--- src/rtl/clkgen_pkg.sv ---
// constants and carrier types for the clock generator control block
package clkgen_pkg;
    // register offsets
    localparam logic [2:0] OFF_CTRL   = 3'h0;
    localparam logic [2:0] OFF_BW     = 3'h1;
    localparam logic [2:0] OFF_PROG   = 3'h2;
    localparam logic [2:0] OFF_STATUS = 3'h3;
    // control register bit positions
    localparam int BIT_IRQ_EN  = 7;
    localparam int BIT_LOOP_ON = 5;
    localparam int BIT_BASE_SEL = 4;
    // bandwidth register bit positions
    localparam int BIT_AUTO    = 7;
    localparam int BIT_LOCK    = 6;
    localparam int BIT_ACQ     = 5;
    // status register bit positions
    localparam int BIT_LOCK_CHG = 0;
    localparam int BIT_VCO_USED = 1;
    localparam int BIT_SWITCHING = 2;
    // values after reset
    localparam logic [7:0] RST_PROG = 8'h10;
    localparam logic       RST_AUTO = 1'b0;
    // cycle counts
    localparam logic [1:0] SWITCH_EDGES = 2'h3;
    localparam int         LOCK_WINDOW  = 8;
    localparam int         TRK_TOL      = 0;
    localparam int         UNT_TOL      = 1;
    localparam int         LOCK_TOL     = 0;
    localparam int         UNL_TOL      = 1;
    // nominal centre frequency in hz
    localparam logic [31:0] F_NOM_HZ = 32'h004b_0000;
    // programming register layout
    typedef struct packed {
        logic [3:0] mult_n;  // feedback divide factor
        logic [3:0] mult_l;  // vco range factor
    } prog_t;
    // base clock selector states
    typedef enum logic [1:0] {
        SEL_RUN  = 2'b00,
        SEL_HOLD = 2'b01
    } sel_state_t;
endpackage : clkgen_pkg

--- src/rtl/pll_clock_generator_control.sv ---
// digital control of the crystal/vco base clock generator
module pll_clock_generator_control
    import clkgen_pkg::*;
#(
    parameter int DIV_W = 4  // feedback divider counter width
) (
    input  wire logic        i_clk,
    input  wire logic        i_rst,
    input  wire logic        i_crystal_amp_input,
    input  wire logic        i_vco_clock,
    input  wire logic        i_oscillator_enable_in,
    input  wire logic [2:0]  i_addr,
    input  wire logic [7:0]  i_wdata,
    input  wire logic        i_wr,
    input  wire logic        i_rd,
    output logic [7:0]       o_rdata,
    output logic             o_crystal_amp_output,
    output logic             o_crystal_clock_out,
    output logic             o_base_clock_out,
    output logic             o_pump_up,
    output logic             o_pump_down,
    output logic             o_track_mode,
    output logic [31:0]      o_vco_centre_hz,
    output logic             o_clockgen_cpu_irq
);
    // synchroniser stages for the two outside clocks
    logic [2:0] xtal_sync;        // crystal pin sampled
    logic [2:0] vco_sync;         // vco clock sampled
    logic       osc_en;           // registered oscillator enable
    logic       xtal_edge;        // rising crystal edge, gated
    logic       vco_edge;         // rising vco edge, gated
    // software state
    logic       irq_en;           // lock-change interrupt enable
    logic       loop_power_on;    // loop power request
    logic       base_source_select; // vco requested as source
    logic       auto_mode;        // automatic bandwidth control
    logic       acq_manual;       // acquire/track bit in manual mode
    prog_t      prog;             // n and l factors
    logic       lock_chg;         // sticky lock-change flag
    // loop state
    logic       loop_enabled;     // power on with l nonzero
    logic       vco_wanted;       // effective requested source
    logic       vco_active;       // source currently driving base
    sel_state_t sel_state;        // selector state
    logic [1:0] xtal_cnt;         // crystal edges seen while holding
    logic [1:0] vco_cnt;          // vco edges seen while holding
    logic [DIV_W-1:0] div_cnt;    // feedback divider count
    logic [DIV_W-1:0] div_last;   // terminal count of divider
    logic       fb_edge;          // feedback clock edge
    logic [4:0] win_cnt;          // reference edges in window
    logic [4:0] fb_cnt;           // feedback edges in window
    logic       lock;             // lock indication
    logic       acq_auto;         // detector tracking decision
    logic       acquire_track_bit; // visible mode bit
    logic       lock_prev;        // lock one cycle earlier
    logic       lock_change;      // lock toggled this cycle
    logic       wr_ctrl;          // write to control register
    logic [5:0] diff_abs;         // window count difference
    logic [5:0] fb_total;         // feedback edges, this cycle included
    logic [5:0] ref_total;        // reference edges, this one included

    // crystal runs only while the enable is held
    always_ff @(posedge i_clk) begin
        if (i_rst) begin
            osc_en <= 1'b0;
        end else begin
            osc_en <= i_oscillator_enable_in;
        end
    end

    // two-flop synchronisers plus an edge stage; duty cycle not assumed
    always_ff @(posedge i_clk) begin
        if (i_rst) begin
            xtal_sync <= 3'h0;
            vco_sync  <= 3'h0;
        end else begin
            xtal_sync <= {xtal_sync[1:0], i_crystal_amp_input};
            vco_sync  <= {vco_sync[1:0], i_vco_clock};
        end
    end

    // edges only from the second and third stages
    assign xtal_edge = osc_en && xtal_sync[1] && !xtal_sync[2];
    assign vco_edge  = loop_enabled && vco_sync[1] && !vco_sync[2];

    // crystal clock out and inverting amplifier output
    always_ff @(posedge i_clk) begin
        if (i_rst) begin
            o_crystal_clock_out  <= 1'b0;
            o_crystal_amp_output <= 1'b0;
        end else begin
            o_crystal_clock_out  <= osc_en && xtal_sync[1];
            o_crystal_amp_output <= osc_en && !xtal_sync[1];
        end
    end

    // loop only runs with power on and l nonzero
    assign loop_enabled = loop_power_on && (prog.mult_l != 4'h0);
    assign vco_wanted   = base_source_select && loop_enabled;

    // centre of range frequency
    always_ff @(posedge i_clk) begin
        if (i_rst) begin
            o_vco_centre_hz <= 32'h0000_0000;
        end else begin
            o_vco_centre_hz <= 32'(F_NOM_HZ * prog.mult_l);
        end
    end

    // modulo n feedback divider, n of zero behaves as one
    assign div_last = (prog.mult_n == 4'h0) ? DIV_W'(0) : DIV_W'(prog.mult_n - 4'h1);
    assign fb_edge  = vco_edge && (div_cnt == div_last);

    always_ff @(posedge i_clk) begin
        if (i_rst || !loop_enabled) begin
            div_cnt <= '0;
        end else if (div_cnt > div_last) begin
            div_cnt <= '0;
        end else if (vco_edge) begin
            div_cnt <= (div_cnt >= div_last) ? '0 : div_cnt + DIV_W'(1);
        end
    end

    // phase detector: reference leads gives up, feedback leads gives down
    always_ff @(posedge i_clk) begin
        if (i_rst || !loop_enabled) begin
            o_pump_up   <= 1'b0;
            o_pump_down <= 1'b0;
        end else if ((o_pump_up || xtal_edge) && (o_pump_down || fb_edge)) begin
            o_pump_up   <= 1'b0;
            o_pump_down <= 1'b0;
        end else begin
            o_pump_up   <= o_pump_up || xtal_edge;
            o_pump_down <= o_pump_down || fb_edge;
        end
    end

    // frequency window: count feedback edges over reference edges
    // both counts cover the same half-open window ending at this reference edge
    assign fb_total  = {1'b0, fb_cnt} + (fb_edge ? 6'h01 : 6'h00);
    assign ref_total = {1'b0, win_cnt} + 6'h01;
    assign diff_abs  = (fb_total > ref_total) ? (fb_total - ref_total) : (ref_total - fb_total);

    always_ff @(posedge i_clk) begin
        if (i_rst || !loop_enabled) begin
            win_cnt <= 5'h00;
            fb_cnt  <= 5'h00;
        end else if (xtal_edge && (win_cnt == 5'(LOCK_WINDOW - 1))) begin
            win_cnt <= 5'h00;
            fb_cnt  <= 5'h00; // this edge already counted in the closing window
        end else begin
            win_cnt <= win_cnt + (xtal_edge ? 5'h01 : 5'h00);
            fb_cnt  <= (fb_cnt == 5'h1f) ? fb_cnt : fb_cnt + (fb_edge ? 5'h01 : 5'h00);
        end
    end

    // lock decided once per window, mode too except that an active vco source forces track at once; hysteresis between limits
    always_ff @(posedge i_clk) begin
        if (i_rst || !loop_enabled || !auto_mode) begin
            lock     <= 1'b0;
            acq_auto <= 1'b0;
        end else if (xtal_edge && (win_cnt == 5'(LOCK_WINDOW - 1))) begin
            if (diff_abs <= 6'(LOCK_TOL)) begin
                lock <= 1'b1;
            end else if (diff_abs > 6'(UNL_TOL)) begin
                lock <= 1'b0;
            end
            if (diff_abs <= 6'(TRK_TOL) || vco_active) begin
                acq_auto <= 1'b1;
            end else if (diff_abs > 6'(UNT_TOL)) begin
                acq_auto <= 1'b0;
            end
        end else if (vco_active) begin
            acq_auto <= 1'b1;
        end
    end

    // mode bit: detector in auto, software in manual
    assign acquire_track_bit = auto_mode ? acq_auto : acq_manual;

    // track mode follows the bit while the loop runs, low with the loop off; clear means acquisition
    always_ff @(posedge i_clk) begin
        if (i_rst) begin
            o_track_mode <= 1'b0;
        end else begin
            o_track_mode <= loop_enabled && acquire_track_bit;
        end
    end

    // control register, with source/power interlocks
    assign wr_ctrl = i_wr && (i_addr == OFF_CTRL);

    always_ff @(posedge i_clk) begin
        if (i_rst) begin
            irq_en             <= 1'b0;
            loop_power_on      <= 1'b0;
            base_source_select <= 1'b0;
        end else begin
            if (wr_ctrl) begin
                irq_en <= i_wdata[BIT_IRQ_EN];
                if (i_wdata[BIT_LOOP_ON] != loop_power_on && i_wdata[BIT_BASE_SEL] != base_source_select) begin
                    loop_power_on <= loop_power_on;
                end else if (i_wdata[BIT_BASE_SEL] && !(loop_power_on && prog.mult_l != 4'h0)) begin
                    loop_power_on <= i_wdata[BIT_LOOP_ON];
                end else if (!i_wdata[BIT_LOOP_ON] && base_source_select) begin
                    base_source_select <= i_wdata[BIT_BASE_SEL];
                end else begin
                    loop_power_on      <= i_wdata[BIT_LOOP_ON];
                    base_source_select <= i_wdata[BIT_BASE_SEL];
                end
            end
            // a zero l overrides any select write in the same cycle
            if (prog.mult_l == 4'h0) begin
                base_source_select <= 1'b0;
            end
        end
    end

    // bandwidth and programming registers
    always_ff @(posedge i_clk) begin
        if (i_rst) begin
            auto_mode  <= RST_AUTO;
            acq_manual <= 1'b0;
            prog       <= prog_t'(RST_PROG);
        end else if (i_wr && i_addr == OFF_BW) begin
            auto_mode  <= i_wdata[BIT_AUTO];
            acq_manual <= i_wdata[BIT_ACQ];
        end else if (i_wr && i_addr == OFF_PROG) begin
            prog <= prog_t'(i_wdata);
        end
    end

    // base selector: hold output while three edges of each clock pass, only three crystal edges with the loop off
    always_ff @(posedge i_clk) begin
        if (i_rst) begin
            sel_state  <= SEL_RUN;
            vco_active <= 1'b0;
            xtal_cnt   <= 2'h0;
            vco_cnt    <= 2'h0;
        end else begin
            case (sel_state)
                SEL_RUN: begin
                    xtal_cnt <= 2'h0;
                    vco_cnt  <= 2'h0;
                    if (vco_wanted != vco_active) begin
                        sel_state <= SEL_HOLD;
                    end
                end
                SEL_HOLD: begin
                    if (xtal_edge && xtal_cnt != SWITCH_EDGES) begin
                        xtal_cnt <= xtal_cnt + 2'h1;
                    end
                    if (vco_edge && vco_cnt != SWITCH_EDGES) begin
                        vco_cnt <= vco_cnt + 2'h1;
                    end
                    if (xtal_cnt == SWITCH_EDGES && (vco_cnt == SWITCH_EDGES || !loop_enabled)) begin
                        vco_active <= vco_wanted;
                        sel_state  <= SEL_RUN;
                    end
                end
                default: begin
                    sel_state <= SEL_RUN;
                end
            endcase
        end
    end

    // halve the chosen source; static while switching
    always_ff @(posedge i_clk) begin
        if (i_rst) begin
            o_base_clock_out <= 1'b0;
        end else if (sel_state == SEL_RUN && (vco_active ? vco_edge : xtal_edge)) begin
            o_base_clock_out <= !o_base_clock_out;
        end
    end

    // lock change flag; a toggle beats a software clear
    assign lock_change = lock != lock_prev;

    always_ff @(posedge i_clk) begin
        if (i_rst) begin
            lock_prev <= 1'b0;
            lock_chg  <= 1'b0;
        end else begin
            lock_prev <= lock;
            if (lock_change && auto_mode) begin
                lock_chg <= 1'b1;
            end else if (i_wr && i_addr == OFF_STATUS && i_wdata[BIT_LOCK_CHG]) begin
                lock_chg <= 1'b0;
            end
        end
    end

    // interrupt request, only in automatic mode
    always_ff @(posedge i_clk) begin
        if (i_rst) begin
            o_clockgen_cpu_irq <= 1'b0;
        end else begin
            o_clockgen_cpu_irq <= lock_chg && irq_en && auto_mode;
        end
    end

    // read data one cycle after the strobe, zero otherwise
    always_ff @(posedge i_clk) begin
        if (i_rst || !i_rd) begin
            o_rdata <= 8'h00;
        end else begin
            case (i_addr)
                OFF_CTRL:   o_rdata <= {irq_en, 1'b0, loop_power_on, base_source_select, 4'h0};
                OFF_BW:     o_rdata <= {auto_mode, lock, acquire_track_bit, 5'h00};
                OFF_PROG:   o_rdata <= prog;
                OFF_STATUS: o_rdata <= {5'h00, sel_state == SEL_HOLD, vco_active, lock_chg};
                default:    o_rdata <= 8'h00;
            endcase
        end
    end
endmodule : pll_clock_generator_control

--- config.mk ---
export PLATFORM = sky130hd
export DESIGN_NAME = pll_clock_generator_control
export DESIGN_NICKNAME = d
export VERILOG_FILES = /design/src/rtl/clkgen_pkg.sv /design/src/rtl/pll_clock_generator_control.sv
export SDC_FILE = /design/constraint.sdc
export NUM_CORES = 1
export LEC_CHECK = 0
export BUFFER_PORTS_ARGS = -buffer_cell sky130_fd_sc_hd__buf_2
export CORE_ASPECT_RATIO = 1.2
export CORE_MARGIN = 2
export CORE_UTILIZATION = 40
export CTS_CLUSTER_SIZE = 10
export DETAILED_ROUTE_END_ITERATION = 7
export GPL_ROUTABILITY_DRIVEN = 0
export SLEW_MARGIN = 20
export SYNTH_ARGS = -nofsm -noshare
export SYNTH_HDL_FRONTEND = slang
export SYNTH_SLANG_ARGS = --single-unit
--- constraint.sdc ---
create_clock -name i_clk -period 6.4 [get_ports i_clk]
set_input_delay 0.32 -clock i_clk [delete_from_list [all_inputs] [get_ports i_clk]]
set_output_delay 0.32 -clock i_clk [all_outputs]
set_load 0.05 [all_outputs]
; ---- Word-level counts from Yosys, hierarchy flattened
; Cells that the tools add are included.
; Widths: inputs -> output; s select.
[word_totals]
out_inout_bits = 47
ff_bits = 92
elab_cells = 159
[classes]
bitwise = 3
addsub = 10
multipliers = 1
mux = 25
reduce_logical = 63
n_eq_ne = 21
n_lt_le_gt_ge = 5
[op_table]
columns = op, n
row1 = $pmux 8 s4, 1
row2 = $logic_and 1x1->1, 26
row3 = $mux 1, 14
row4 = $ne 2x2->1 const B, 7
row5 = $reduce_and 2->1, 7
row6 = $pmux 2 s2, 3
row7 = $sub 6x6->6, 2
row8 = $mul 7x4->11 const A, 1
row9 = $add 5x1->5, 2
row10 = $logic_not 1->1, 8
row11 = $logic_not 4->1, 2
row12 = $mux 2, 4
row13 = $mux 4, 2
row14 = $reduce_bool 2->1, 4
row15 = $reduce_or 2->1, 4
row16 = $logic_or 1x1->1, 7
row17 = $add 5x1->6, 1
row18 = $add 5x1->6 const B, 1
row19 = $eq 3x2->1 const B, 2
row20 = $gt 6x1->1 const B, 1
row21 = $gt 6x6->1, 1
row22 = $le 6x1->1 const B, 1
row23 = $mux 6, 1
row24 = $reduce_and 3->1, 2
row25 = 17 further kinds, 24

; ---- Depth between registers and ports, before layout
; Gate-level depths: netlist of run 1.
[logic_depth]
depth_word = 13
ltp_mapped = 17
mapped_depth_nobuf = 16

; ---- Worst setup path before layout of run 1
; OpenSTA, ideal clock, no wires.
[synth_timing]
path_kind = register -> register
startpoint = reg prog[4] in the netlist's numbering
endpoint = reg lock
n_path_buf = 1
setup_ns = 0.088
period_less_slack_ns = 3.604
t_arrival_ns = 3.516
stages_incl_launch_ff = 18
slack_ns = 2.796
path_cell_list = dfxtp_1 -> or2_2 -> nor3b_1 -> a21oi_1 -> ha_1 -> nand4_1 -> nor3_1 -> ha_1 -> ha_1 -> nand3_1 -> xor2_1 -> ha_1 -> clkbuf_1 -> nand2_1 -> o21bai_1 -> a32oi_1 -> nand3_1 -> a311oi_2
[synth_via]
elab_chain_cells = 11
[synth_lines]
columns = item, line_no
row1 = "start, declared", pll_clock_generator_control.sv:38  ; prog_t prog;
row2 = "start signal, assigned", pll_clock_generator_control.sv:224  ; prog <= prog_t'(RST_PROG);
row3 = "start signal, assigned", pll_clock_generator_control.sv:229  ; prog <= prog_t'(i_wdata);
row4 = $sub 4x1->4 or $logic_not 4->1 (tied branches), pll_clock_generator_control.sv:111  ; assign div_last = (prog.mult_n == 4'h0) ? DIV_W'(0) : DIV_W'(prog.mult_n - 4'h1);
row5 = $mux 4 (*), pll_clock_generator_control.sv:111
row6 = $eq 4x4->1 (*), pll_clock_generator_control.sv:112  ; assign fb_edge = vco_edge && (div_cnt == div_last);
row7 = $logic_and 1x1->1 (*), pll_clock_generator_control.sv:112
row8 = $mux 1 (*), pll_clock_generator_control.sv:140  ; assign fb_total = {1'b0, fb_cnt} + (fb_edge ? 6'h01 : 6'h00);
row9 = $add 5x1->6 (*), pll_clock_generator_control.sv:140
row10 = $sub 6x6->6 or $gt 6x6->1 (tied branches), pll_clock_generator_control.sv:142  ; assign diff_abs = (fb_total > ref_total) ? (fb_total - ref_total) : (ref_total - fb_total);
row11 = $mux 6 (*), pll_clock_generator_control.sv:142
row12 = $le 6x1->1 or $gt 6x1->1 (tied branches), "pll_clock_generator_control.sv:163, pll_clock_generator_control.sv:165"
row13 = $reduce_bool 2->1 (no source line), --
row14 = $reduce_and 2->1 (no source line), --
row15 = "end signal, assigned", pll_clock_generator_control.sv:160  ; lock <= 1'b0;
row16 = "end signal, assigned", pll_clock_generator_control.sv:164  ; lock <= 1'b1;
row17 = "end signal, assigned", pll_clock_generator_control.sv:166  ; lock <= 1'b0;
row18 = "end, declared", pll_clock_generator_control.sv:52  ; logic lock;
; Mark *: on every way between the ends. The rest lies on a longest branch, timed or not.
; A chain may end at the register's enable or synchronous reset.

; ---- Final worst setup path of run 1
; Same ends and word-level chain as after synthesis.

==> key figures, run 1 <==
Outcome
  • Status: complete, no violations

Hold path
  • Hold Path End: xtal_sync[0]
  • Hold crit path type: input port to flip-flop
  • Hold wc startpoint: i_crystal_amp_input
  • Hold depth: 2

Yosys
  • Mapped Area: between 3000 and 4000 um2
  • Mux cell area share after synthesis: 0.04472
  • Synth Area per Inst: approximately 9 um2
  • Synth top cells by count: 70 x dfxtp_1, 48 x nor2_1, 38 x ha_1, 29 x a21oi_1, 26 x inv_1
  • Compound-Gate Fraction of Synth Area: 0.1244
  • Main synth FF type: dfxtp_1
  • Top-area cell type share of the netlist area: 0.3629
  • Synth top area cells: dfxtp_1 36%, ha_1 12%, nor2_1 4.7%
  • EDFF count, synth: 0
  • Distinct cells, synth: 58
  • Most frequent cell after synthesis: dfxtp_1
  • Post-synthesis simple-gate area fraction: 0.1957
  • Synthesized instance count: 427
  • Asr flop ratio synth: 0
  • XOR/XNOR share of the synthesized area: 0.04990
  • Yosys warnings: 0
  • Seq/Total Area, Yosys: 0.3629
  • Largest family of logic cells by synthesized area: simple AND/OR/NAND/NOR gates
  • Yosys reg bits: 70
  • Largest area contributor in the netlist: dfxtp_1
  • Adder-cell area share of the yosys netlist: 0.1387

Floorplanning
  • # rows: 39
  • Initial Utilization: 0.4079
  • IO Count: 65
  • Area of the die: 10460 um2
  • CORE AREA: 9467 um2
  • Die height: 111.6 um
  • Die Wd: around 94 um

Layout
  • Layout Nets: 526
  • N_diodes: 0
  • Final instance area: 4393 um2
  • Fillers: 928
  • Layout area overhead: 13.77%
  • Share of layout cells above drive strength 1: 0.1568

Setup path
  • Number of cells on the critical path: 15
  • Crit path launch type: flip-flop
  • Slowest cell on the critical path: ha_1
  • Max incr delay on CP: approximately 0.39 ns
  • Crit path kind: flip-flop to flip-flop
  • Worst Setup End Kind: flip-flop
  • R2R cell count: 15
  • Crit path max fanout: 9
  • CP bufs+invs: 0
  • Worst path cell trace: or2_2 > nor3b_1 > a21oi_1 > ha_1 > nand4_1 > nor3_1 > ha_1 > ha_1 > xnor2_1 > ha_1 > a211o_1 > nand3_1 > a21oi_1 > nand4b_1 > a311oi_2
  • Flop-to-flop setup slack: 2.40 ns
  • Top delay family on crit path: simple AND/OR/NAND/NOR gates
  • Required time worst endpoint: 6.64 ns
  • WP data arrival: 4.24 ns
  • R2r startpoint: prog[4]
  • FF-to-FF End: lock
  • Crit path top cell by count: ha_1

Detailed routing
  • First-pass iteration count of the detailed router: 4
  • Starting DRT DRC Count: roughly 120
  • Antenna Violating Nets Remaining: 0
  • Via count: roughly 2.9k
  • DRC violations left: 0
  • Via density per instance: 4.953
  • DRT Wirelength: 7899 um
  • DR WL/cell: roughly 13 um

Timing
  • Fin. Hold Viols: 0
  • # setup viols final: 0
  • Fin crit period: 4.001 ns
  • Period utilization: 0.6251
  • Tightest Pin Transition: approximately 0.95 ns
  • Slew Limit Headroom: 0.3649
  • FMAX: 0.2500 GHz
  • Worst Skew: between 0.005 and 0.006 ns
  • Setup tns final: 0 ns
  • RSZ-0062 raised after global routing: no
  • Final Max Tran Viols: 0
  • Hold Slack: between 0.15 and 0.2 ns

Global route
  • First-pass GRT wire length: 13410 um
  • Total GRT Usage: 0.1608
  • Number of global-route vias before repair: 2903
  • Initial antenna violation count: 0
  • Congestion Overflow GR: 0
  • Largest net degree at the start of global routing: 40

Pwr
  • Clock power share: 0.497
  • Combinational share of power: 0.070
  • Pleak: 2.014 nW
  • Internal power: 0.0007800 W
  • Sw frac: 0.2409
  • Psw: 0.0002475 W
  • Sequential power share: 0.433
  • Maximum VDD drop: 0.1175 mV
  • Pwr Density: 233.9 nW/um2
  • Total power draw: 0.001027 W

Placed design
  • PortBufs: 43
  • Detailed Place HPWL: 5893 um
  • Post-DP Area: 4084 um2

Clock network
  • Worst-skew pair later-pin latency: 0.33 ns
  • H-tree Lvls: 3
  • Number of buffers created by CTS: 9
  • Post-CTS Setup Repair Bufs: 0
  • Clock-pin transition on the worst setup and hold timing paths: 0.06 ns
  • Clock buffer depth: 2
  • Root buf cell: clkbuf_16
  • Post-CTS Hold Buffers: 0
  • CTS-repair resized insts: 0
  • Sink Count: 70
  • CTS tree: done

Job
  • # Max-Cap Violations: 0
## flip-flops by register name, summed over array words and instances (netlist names), 3 cells and up
register,flops
div_cnt,4
fb_cnt,5
o_rdata,8
o_vco_centre_hz,11
prog,8
vco_sync,3
win_cnt,5
xtal_sync,3
## layer usage
metal	vias up	global-route usage	routed length, um
met2	50	0.2671	3915
met5	-	0	0
met3	13	0.03180	281
met4	0	0.07343	161
met1	1377	0.1989	3541
li1	1507	-	-
## worst register-to-register path: stages (launching register included)
cell,delay [ns]
dfxtp_1,0.35
or2_2,0.33
nor3b_1,0.21
a21oi_1,0.07
ha_1,0.31
nand4_1,0.19
nor3_1,0.34
ha_1,0.27
ha_1,0.20
xnor2_1,0.17
ha_1,0.39
a211o_1,0.35
nand3_1,0.12
a21oi_1,0.09
nand4b_1,0.25
a311oi_2,0.29
## kinds of logic (layout without fill, tap and decap cells)
kind of cell	count (synthesis)	count (layout)
multiplexers	17	17
buffers and inverters	60	85
flip-flops	70	70
XOR/XNOR	22	22
AO/OA/AOI/OAI	71	71
adder cells (fa/ha/maj)	41	41
other	1	21
AND/OR/NAND/NOR	145	145
## metrics by stage
| step | utilization | cells | worst slack [ns] |
|---|---|---|---|
| 5_1_grt | 0.4641 | 595 | 2.043 |
| 6_report | 0.4641 | 595 | 2.399 |
| 3_5_place_dp | 0.4314 | 579 | 2.421 |
| 3_3_place_gp | 0.4314 | 579 | 2.568 |
| 2_1_floorplan | - | 447 | 2.796 |
| 4_1_cts | 0.4641 | 595 | 2.412 |
## area by class of cell
type,count,area [um2],share of cell area
inverter,26,97.59,0.02222
tap,123,153.9,0.03503
clock buffer,11,252.7,0.05753
sequential,70,1401,0.3190
timing repair buffer,43,215.2,0.04899
multi-input combinational,317,2216,0.5044
clock inverter,5,56.30,0.01282
## how the worst max path moves through the flow
stage | end | startpoint
6_report | lock | prog[4]
5_1_grt | lock | prog[4]
4_1_cts | lock | prog[4]
3_5_place_dp | lock | prog[4]
3_3_place_gp | lock | prog[4]
2_1_floorplan | lock | prog[4]
## cells in the final DEF, fill, tap and decap left out, types with 3 or more instances in the layout
cell type / count
a31oi_1: 3
conb_1: 21
nand2_1: 20
xor2_1: 12
nand3_1: 13
and3_1: 4
nor2_1: 48
o21ai_0: 7
o21a_1: 4
nor2b_1: 14
and2_1: 3
ha_1: 38
o21bai_1: 3
mux2i_1: 15
nor3_1: 13
buf_2: 43
dfxtp_1: 70
clkbuf_16: 9
nor3b_1: 3
o211a_1: 3
a21oi_1: 29
nand4_1: 6
fa_1: 3
inv_1: 26
nand2b_1: 6
xnor2_1: 10
## power groups by stage
stage,Sequential (W),Combinational (W),Clock (W)
finish,0.000445,0.0000721,0.000511
global route,0.000445,0.0000780,0.000538
CTS,0.000445,0.0000726,0.000522
detailed placement,0.000454,0.0000724,0
global placement,0.000454,0.0000722,0
floorplan,0.000460,0.0000615,0
Note: power is estimated with default switching activity, not from simulation.
==> inputs of run 2 (changes only) <==
Settings changed: ABC_AREA set to 1.
Clock period 6.4 ns to 3.42 ns, I/O delays scaled along.
==> run 2 against run 1 <==
Critical path depth grew 9. Sequential share of layout area shrank 2.9 points. Clock power is 89% higher. Largest power group unchanged. Largest cell class unchanged. Critical endpoint is now acq_auto.
==> key figures, run 2 <==
Timing
  • Worst Skew: 0.008041 ns (was 0.005238 ns)
  • # setup viols final: 0 (unchanged)
  • FMAX: 0.3076 GHz (was 0.2500 GHz)
  • Tightest Pin Transition: 0.7053 ns (was 0.9485 ns)
  • Fin crit period: 3.251 ns (was 4.001 ns)
  • Final Max Tran Viols: 0 (unchanged)
  • Fin. Hold Viols: 0 (unchanged)
  • Slew Limit Headroom: 0.5293 (was 0.3649)
  • Period utilization: 0.9505 (was 0.6251)

Setup path
  • Crit path launch type: flip-flop (unchanged)
  • Crit path max fanout: 6 (was 9)
  • Flop-to-flop setup slack: 0.17 ns (was 2.40 ns)
  • Slowest cell on the critical path: dfxtp_2 (was ha_1)
  • WP data arrival: 3.48 ns (was 4.24 ns)
  • FF-to-FF End: acq_auto (was lock)
  • Max incr delay on CP: 0.32 ns (was 0.39 ns)
  • R2R cell count: 24 (was 15)
  • Required time worst endpoint: 3.65 ns (was 6.64 ns)
  • Crit path top cell by count: nand3_2 (was ha_1)
  • Crit path kind: flip-flop to flip-flop (unchanged)
  • Worst path cell trace: nor2_2 > inv_1 > a21oi_2 > o21ai_1 > ha_1 > nand2_1 > inv_1 > nand3_2 > nor2_4 > ha_4 > ha_4 > nand2_2 > xor2_2 > ha_4 > a21oi_1 > nand3_2 > nand2_1 > nand2_1 > nand3_2 > nand3_2 > nand2_2 > inv_1 > nor2_1 > nor2_1 (was or2_2 > nor3b_1 > a21oi_1 > ha_1 > nand4_1 > nor3_1 > ha_1 > ha_1 > xnor2_1 > ha_1 > a211o_1 > nand3_1 > a21oi_1 > nand4b_1 > a311oi_2)
  • R2r startpoint: prog[5] (was prog[4])
  • Worst Setup End Kind: flip-flop (unchanged)

Global route
  • Largest net degree at the start of global routing: 24 (was 40)
  • Total GRT Usage: 0.1651 (was 0.1608)
  • Initial antenna violation count: 0 (unchanged)
  • Number of global-route vias before repair: 3295 (was 2903)
  • Congestion Overflow GR: 0 (unchanged)
  • First-pass GRT wire length: 14050 um (was 13410 um)

Yosys
  • Asr flop ratio synth: 0 (unchanged)
  • Top-area cell type share of the netlist area: 0.3557 (was 0.3629)
  • Synthesized instance count: 521 (was 427)
  • EDFF count, synth: 0 (unchanged)
  • Distinct cells, synth: 38 (was 58)
  • Mapped Area: 3940 um2 (was 3861 um2)
  • Yosys warnings: 0 (unchanged)
  • Synth Area per Inst: 7.562 um2 (was 9.043 um2)
  • Largest area contributor in the netlist: dfxtp_1 (unchanged)
  • Main synth FF type: dfxtp_1 (unchanged)
  • Synth top area cells: dfxtp_1 36%, ha_1 12%, inv_1 9.0% (was dfxtp_1 36%, ha_1 12%, nor2_1 4.7%)
  • Synth top cells by count: 94 x inv_1, 70 x dfxtp_1, 68 x nand2_1, 53 x nor2_1, 46 x a21oi_1 (was 70 x dfxtp_1, 48 x nor2_1, 38 x ha_1, 29 x a21oi_1, 26 x inv_1)
  • Most frequent cell after synthesis: inv_1 (was dfxtp_1)
  • Seq/Total Area, Yosys: 0.3557 (was 0.3629)
  • Yosys reg bits: 70 (unchanged)

Floorplanning
  • Area of the die: 10660 um2 (was 10460 um2)
  • # rows: 39 (unchanged)
  • Die Wd: 94.60 um (was 93.69 um)
  • CORE AREA: 9564 um2 (was 9467 um2)
  • Die height: 112.7 um (was 111.6 um)
  • Initial Utilization: 0.4120 (was 0.4079)
  • IO Count: 65 (unchanged)

Pwr
  • Pwr Density: 405.9 nW/um2 (was 233.9 nW/um2)
  • Sw frac: 0.2327 (was 0.2409)
  • Combinational share of power: 0.082 (was 0.070)
  • Clock power share: 0.492 (was 0.497)
  • Maximum VDD drop: 0.2515 mV (was 0.1175 mV)
  • Psw: 0.0004571 W (was 0.0002475 W)
  • Internal power: 0.001507 W (was 0.0007800 W)
  • Sequential power share: 0.425 (was 0.433)
  • Pleak: 2.340 nW (was 2.014 nW)

Layout
  • Layout area overhead: 22.83% (was 13.77%)
  • Max reg flops: 11 (unchanged)
  • Largest regs: o_vco_centre_hz x11, o_rdata x8, prog x8 (unchanged)
  • Layout Nets: 650 (was 526)
  • Final instance area: 4840 um2 (was 4393 um2)
  • Most common cell after layout, fill and taps aside: inv_1 (was dfxtp_1)
  • Most flops, register: o_vco_centre_hz (unchanged)
  • Most frequent cells in the layout: 91 x inv_1, 67 x dfxtp_1, 65 x nand2_1 (was 70 x dfxtp_1, 48 x nor2_1, 43 x buf_2)
  • Share of layout cells above drive strength 1: 0.2215 (was 0.1568)
  • Non-filler cells, final: 719 (was 595)
  • N_diodes: 0 (unchanged)
  • Fillers: 941 (was 928)

Clock network
  • Post-CTS Hold Buffers: 0 (unchanged)
  • CTS tree: done (unchanged)
  • Sink Count: 70 (unchanged)
  • Clock buffer depth: 2 (unchanged)
  • Worst-skew pair later-pin latency: 0.33 ns (about the same)
  • H-tree Lvls: 3 (unchanged)
  • Number of buffers created by CTS: 9 (unchanged)
  • Clock-pin transition on the worst setup and hold timing paths: 0.06 ns (about the same)
  • Root buf cell: clkbuf_16 (unchanged)

Hold path
  • Hold Path End: vco_sync[0] (was xtal_sync[0])
  • Hold crit path type: input port to flip-flop (unchanged)
  • Hold depth: 3 (was 2)
  • Hold wc startpoint: i_vco_clock (was i_crystal_amp_input)

Detailed routing
  • DRC violations left: 0 (unchanged)
  • Antenna Violating Nets Remaining: 0 (unchanged)
  • DRT Wirelength: 8602 um (was 7899 um)
  • Via density per instance: 4.772 (was 4.953)
  • Starting DRT DRC Count: 150 (was 121)
  • Via count: 3431 (was 2947)
  • First-pass iteration count of the detailed router: 4 (unchanged)
  • DR WL/cell: 11.96 um (was 13.28 um)

Outcome
  • Status: complete, no violations (unchanged)

Placed design
  • PortBufs: 43 (unchanged)
  • Post-Place Cells: 696 (was 579)
  • Post-DP Area: 4320 um2 (was 4084 um2)
  • Detailed Place HPWL: 6444 um (was 5893 um)

Job
  • # Max-Cap Violations: 0 (unchanged)
==> run 2: changes by cell type in the layout (fill, tap and decap cells not counted), moves of 8 or more <==
cell,change
inv_1,+65
nand2_1,+45
buf_4,+22
o21ai_0,+19
mux2i_1,-14
nor2b_1,-14
a21oi_1,+13
nand3_1,+11
nand3_2,+9
xnor2_1,-9
nor2_2,+8
==> run 2: timing repair <==
action | 4_1_cts | 5_1_grt
endpoints found under the setup margin | 2 | 2
gates cloned | 0 | 0
buffers inserted | 0 | 7
pin swaps | 0 | 17
gates resized for setup | 6 | 36
==> run 2: cell families (layout without fill, tap and decap cells) <==
family,after synthesis,count (layout),share of synthesized area
adders and majority gates,41,41,0.1359
buffers and inverters,125,180,0.1413
AOI/OAI and AO/OA,88,88,0.1197
and+or+nand+nor,184,184,0.2194
DFF,70,70,0.3557
other,1,21,0.0009518
muxes,1,1,0.002541
xor gates and xnor gates,11,11,0.02445
==> run 2: critical path: cells and delay by family (launching register included) <==
| family | cells | cell delay (ns) |
|---|---|---|
| buf+inv | 3 | 0.17 |
| flops | 1 | 0.32 |
| compound gates | 3 | 0.51 |
| simple gates | 13 | 1.07 |
| fa+ha+maj | 4 | 0.85 |
| xor+xnor | 1 | 0.22 |
==> run 2: power by group through the flow <==
stage / logic, W / clock network, W / registers [W]
5_1_grt: 0.000177 / 0.00103 / 0.000836
6_report: 0.000162 / 0.000967 / 0.000835
3_5_place_dp: 0.000158 / 0 / 0.000852
4_1_cts: 0.000158 / 0.000989 / 0.000835
2_1_floorplan: 0.000119 / 0 / 0.000870
3_3_place_gp: 0.000157 / 0 / 0.000852
==> run 2: worst max path at each step <==
stage | startpoint | endpoint | slack (ns) | depth (start not counted)
detailed placement | prog[4] | acq_auto | -0.11 | 23
finish | prog[5] | acq_auto | 0.17 | 24
CTS | prog[4] | acq_auto | 0.01 | 24
floorplan | prog[2] | acq_auto | 0.17 | 27
global placement | prog[4] | acq_auto | 0.04 | 23
global route | prog[5] | acq_auto | -0.09 | 26
==> run 2: metal layers <==
metal	up-vias	share of wire	track usage
met1	1592	0.43	0.1927
met4	0	0.022	0.07440
met5	-	0	0
met2	54	0.53	0.2917
met3	17	0.023	0.02796
li1	1768	-	-
==> run 2: final cells by class <==
type	instances	area [um2]	area share
multi-input combinational	346	2207	0.4561
sequential	70	1405	0.2903
timing repair buffer	66	391.6	0.08092
inverter	98	372.9	0.07704
clock buffer	13	240.2	0.04964
tap	123	153.9	0.03180
clock inverter	3	68.82	0.01422
==> run 2: through the flow <==
step,hold slack [ns],utilization,setup WS [ns],setup TNS (ns),power [W]
CTS,0.03541,0.4874,0.01134,0,0.001982
finish,0.04250,0.5060,0.1692,0,0.001965
global placement,0.3680,0.4517,0.04210,0,0.001009
floorplan,0.2780,-,0.1729,0,0.0009894
detailed placement,0.3781,0.4517,-0.1095,-0.1509,0.001010
global route,0.03924,0.5060,-0.09293,-0.1024,0.002045
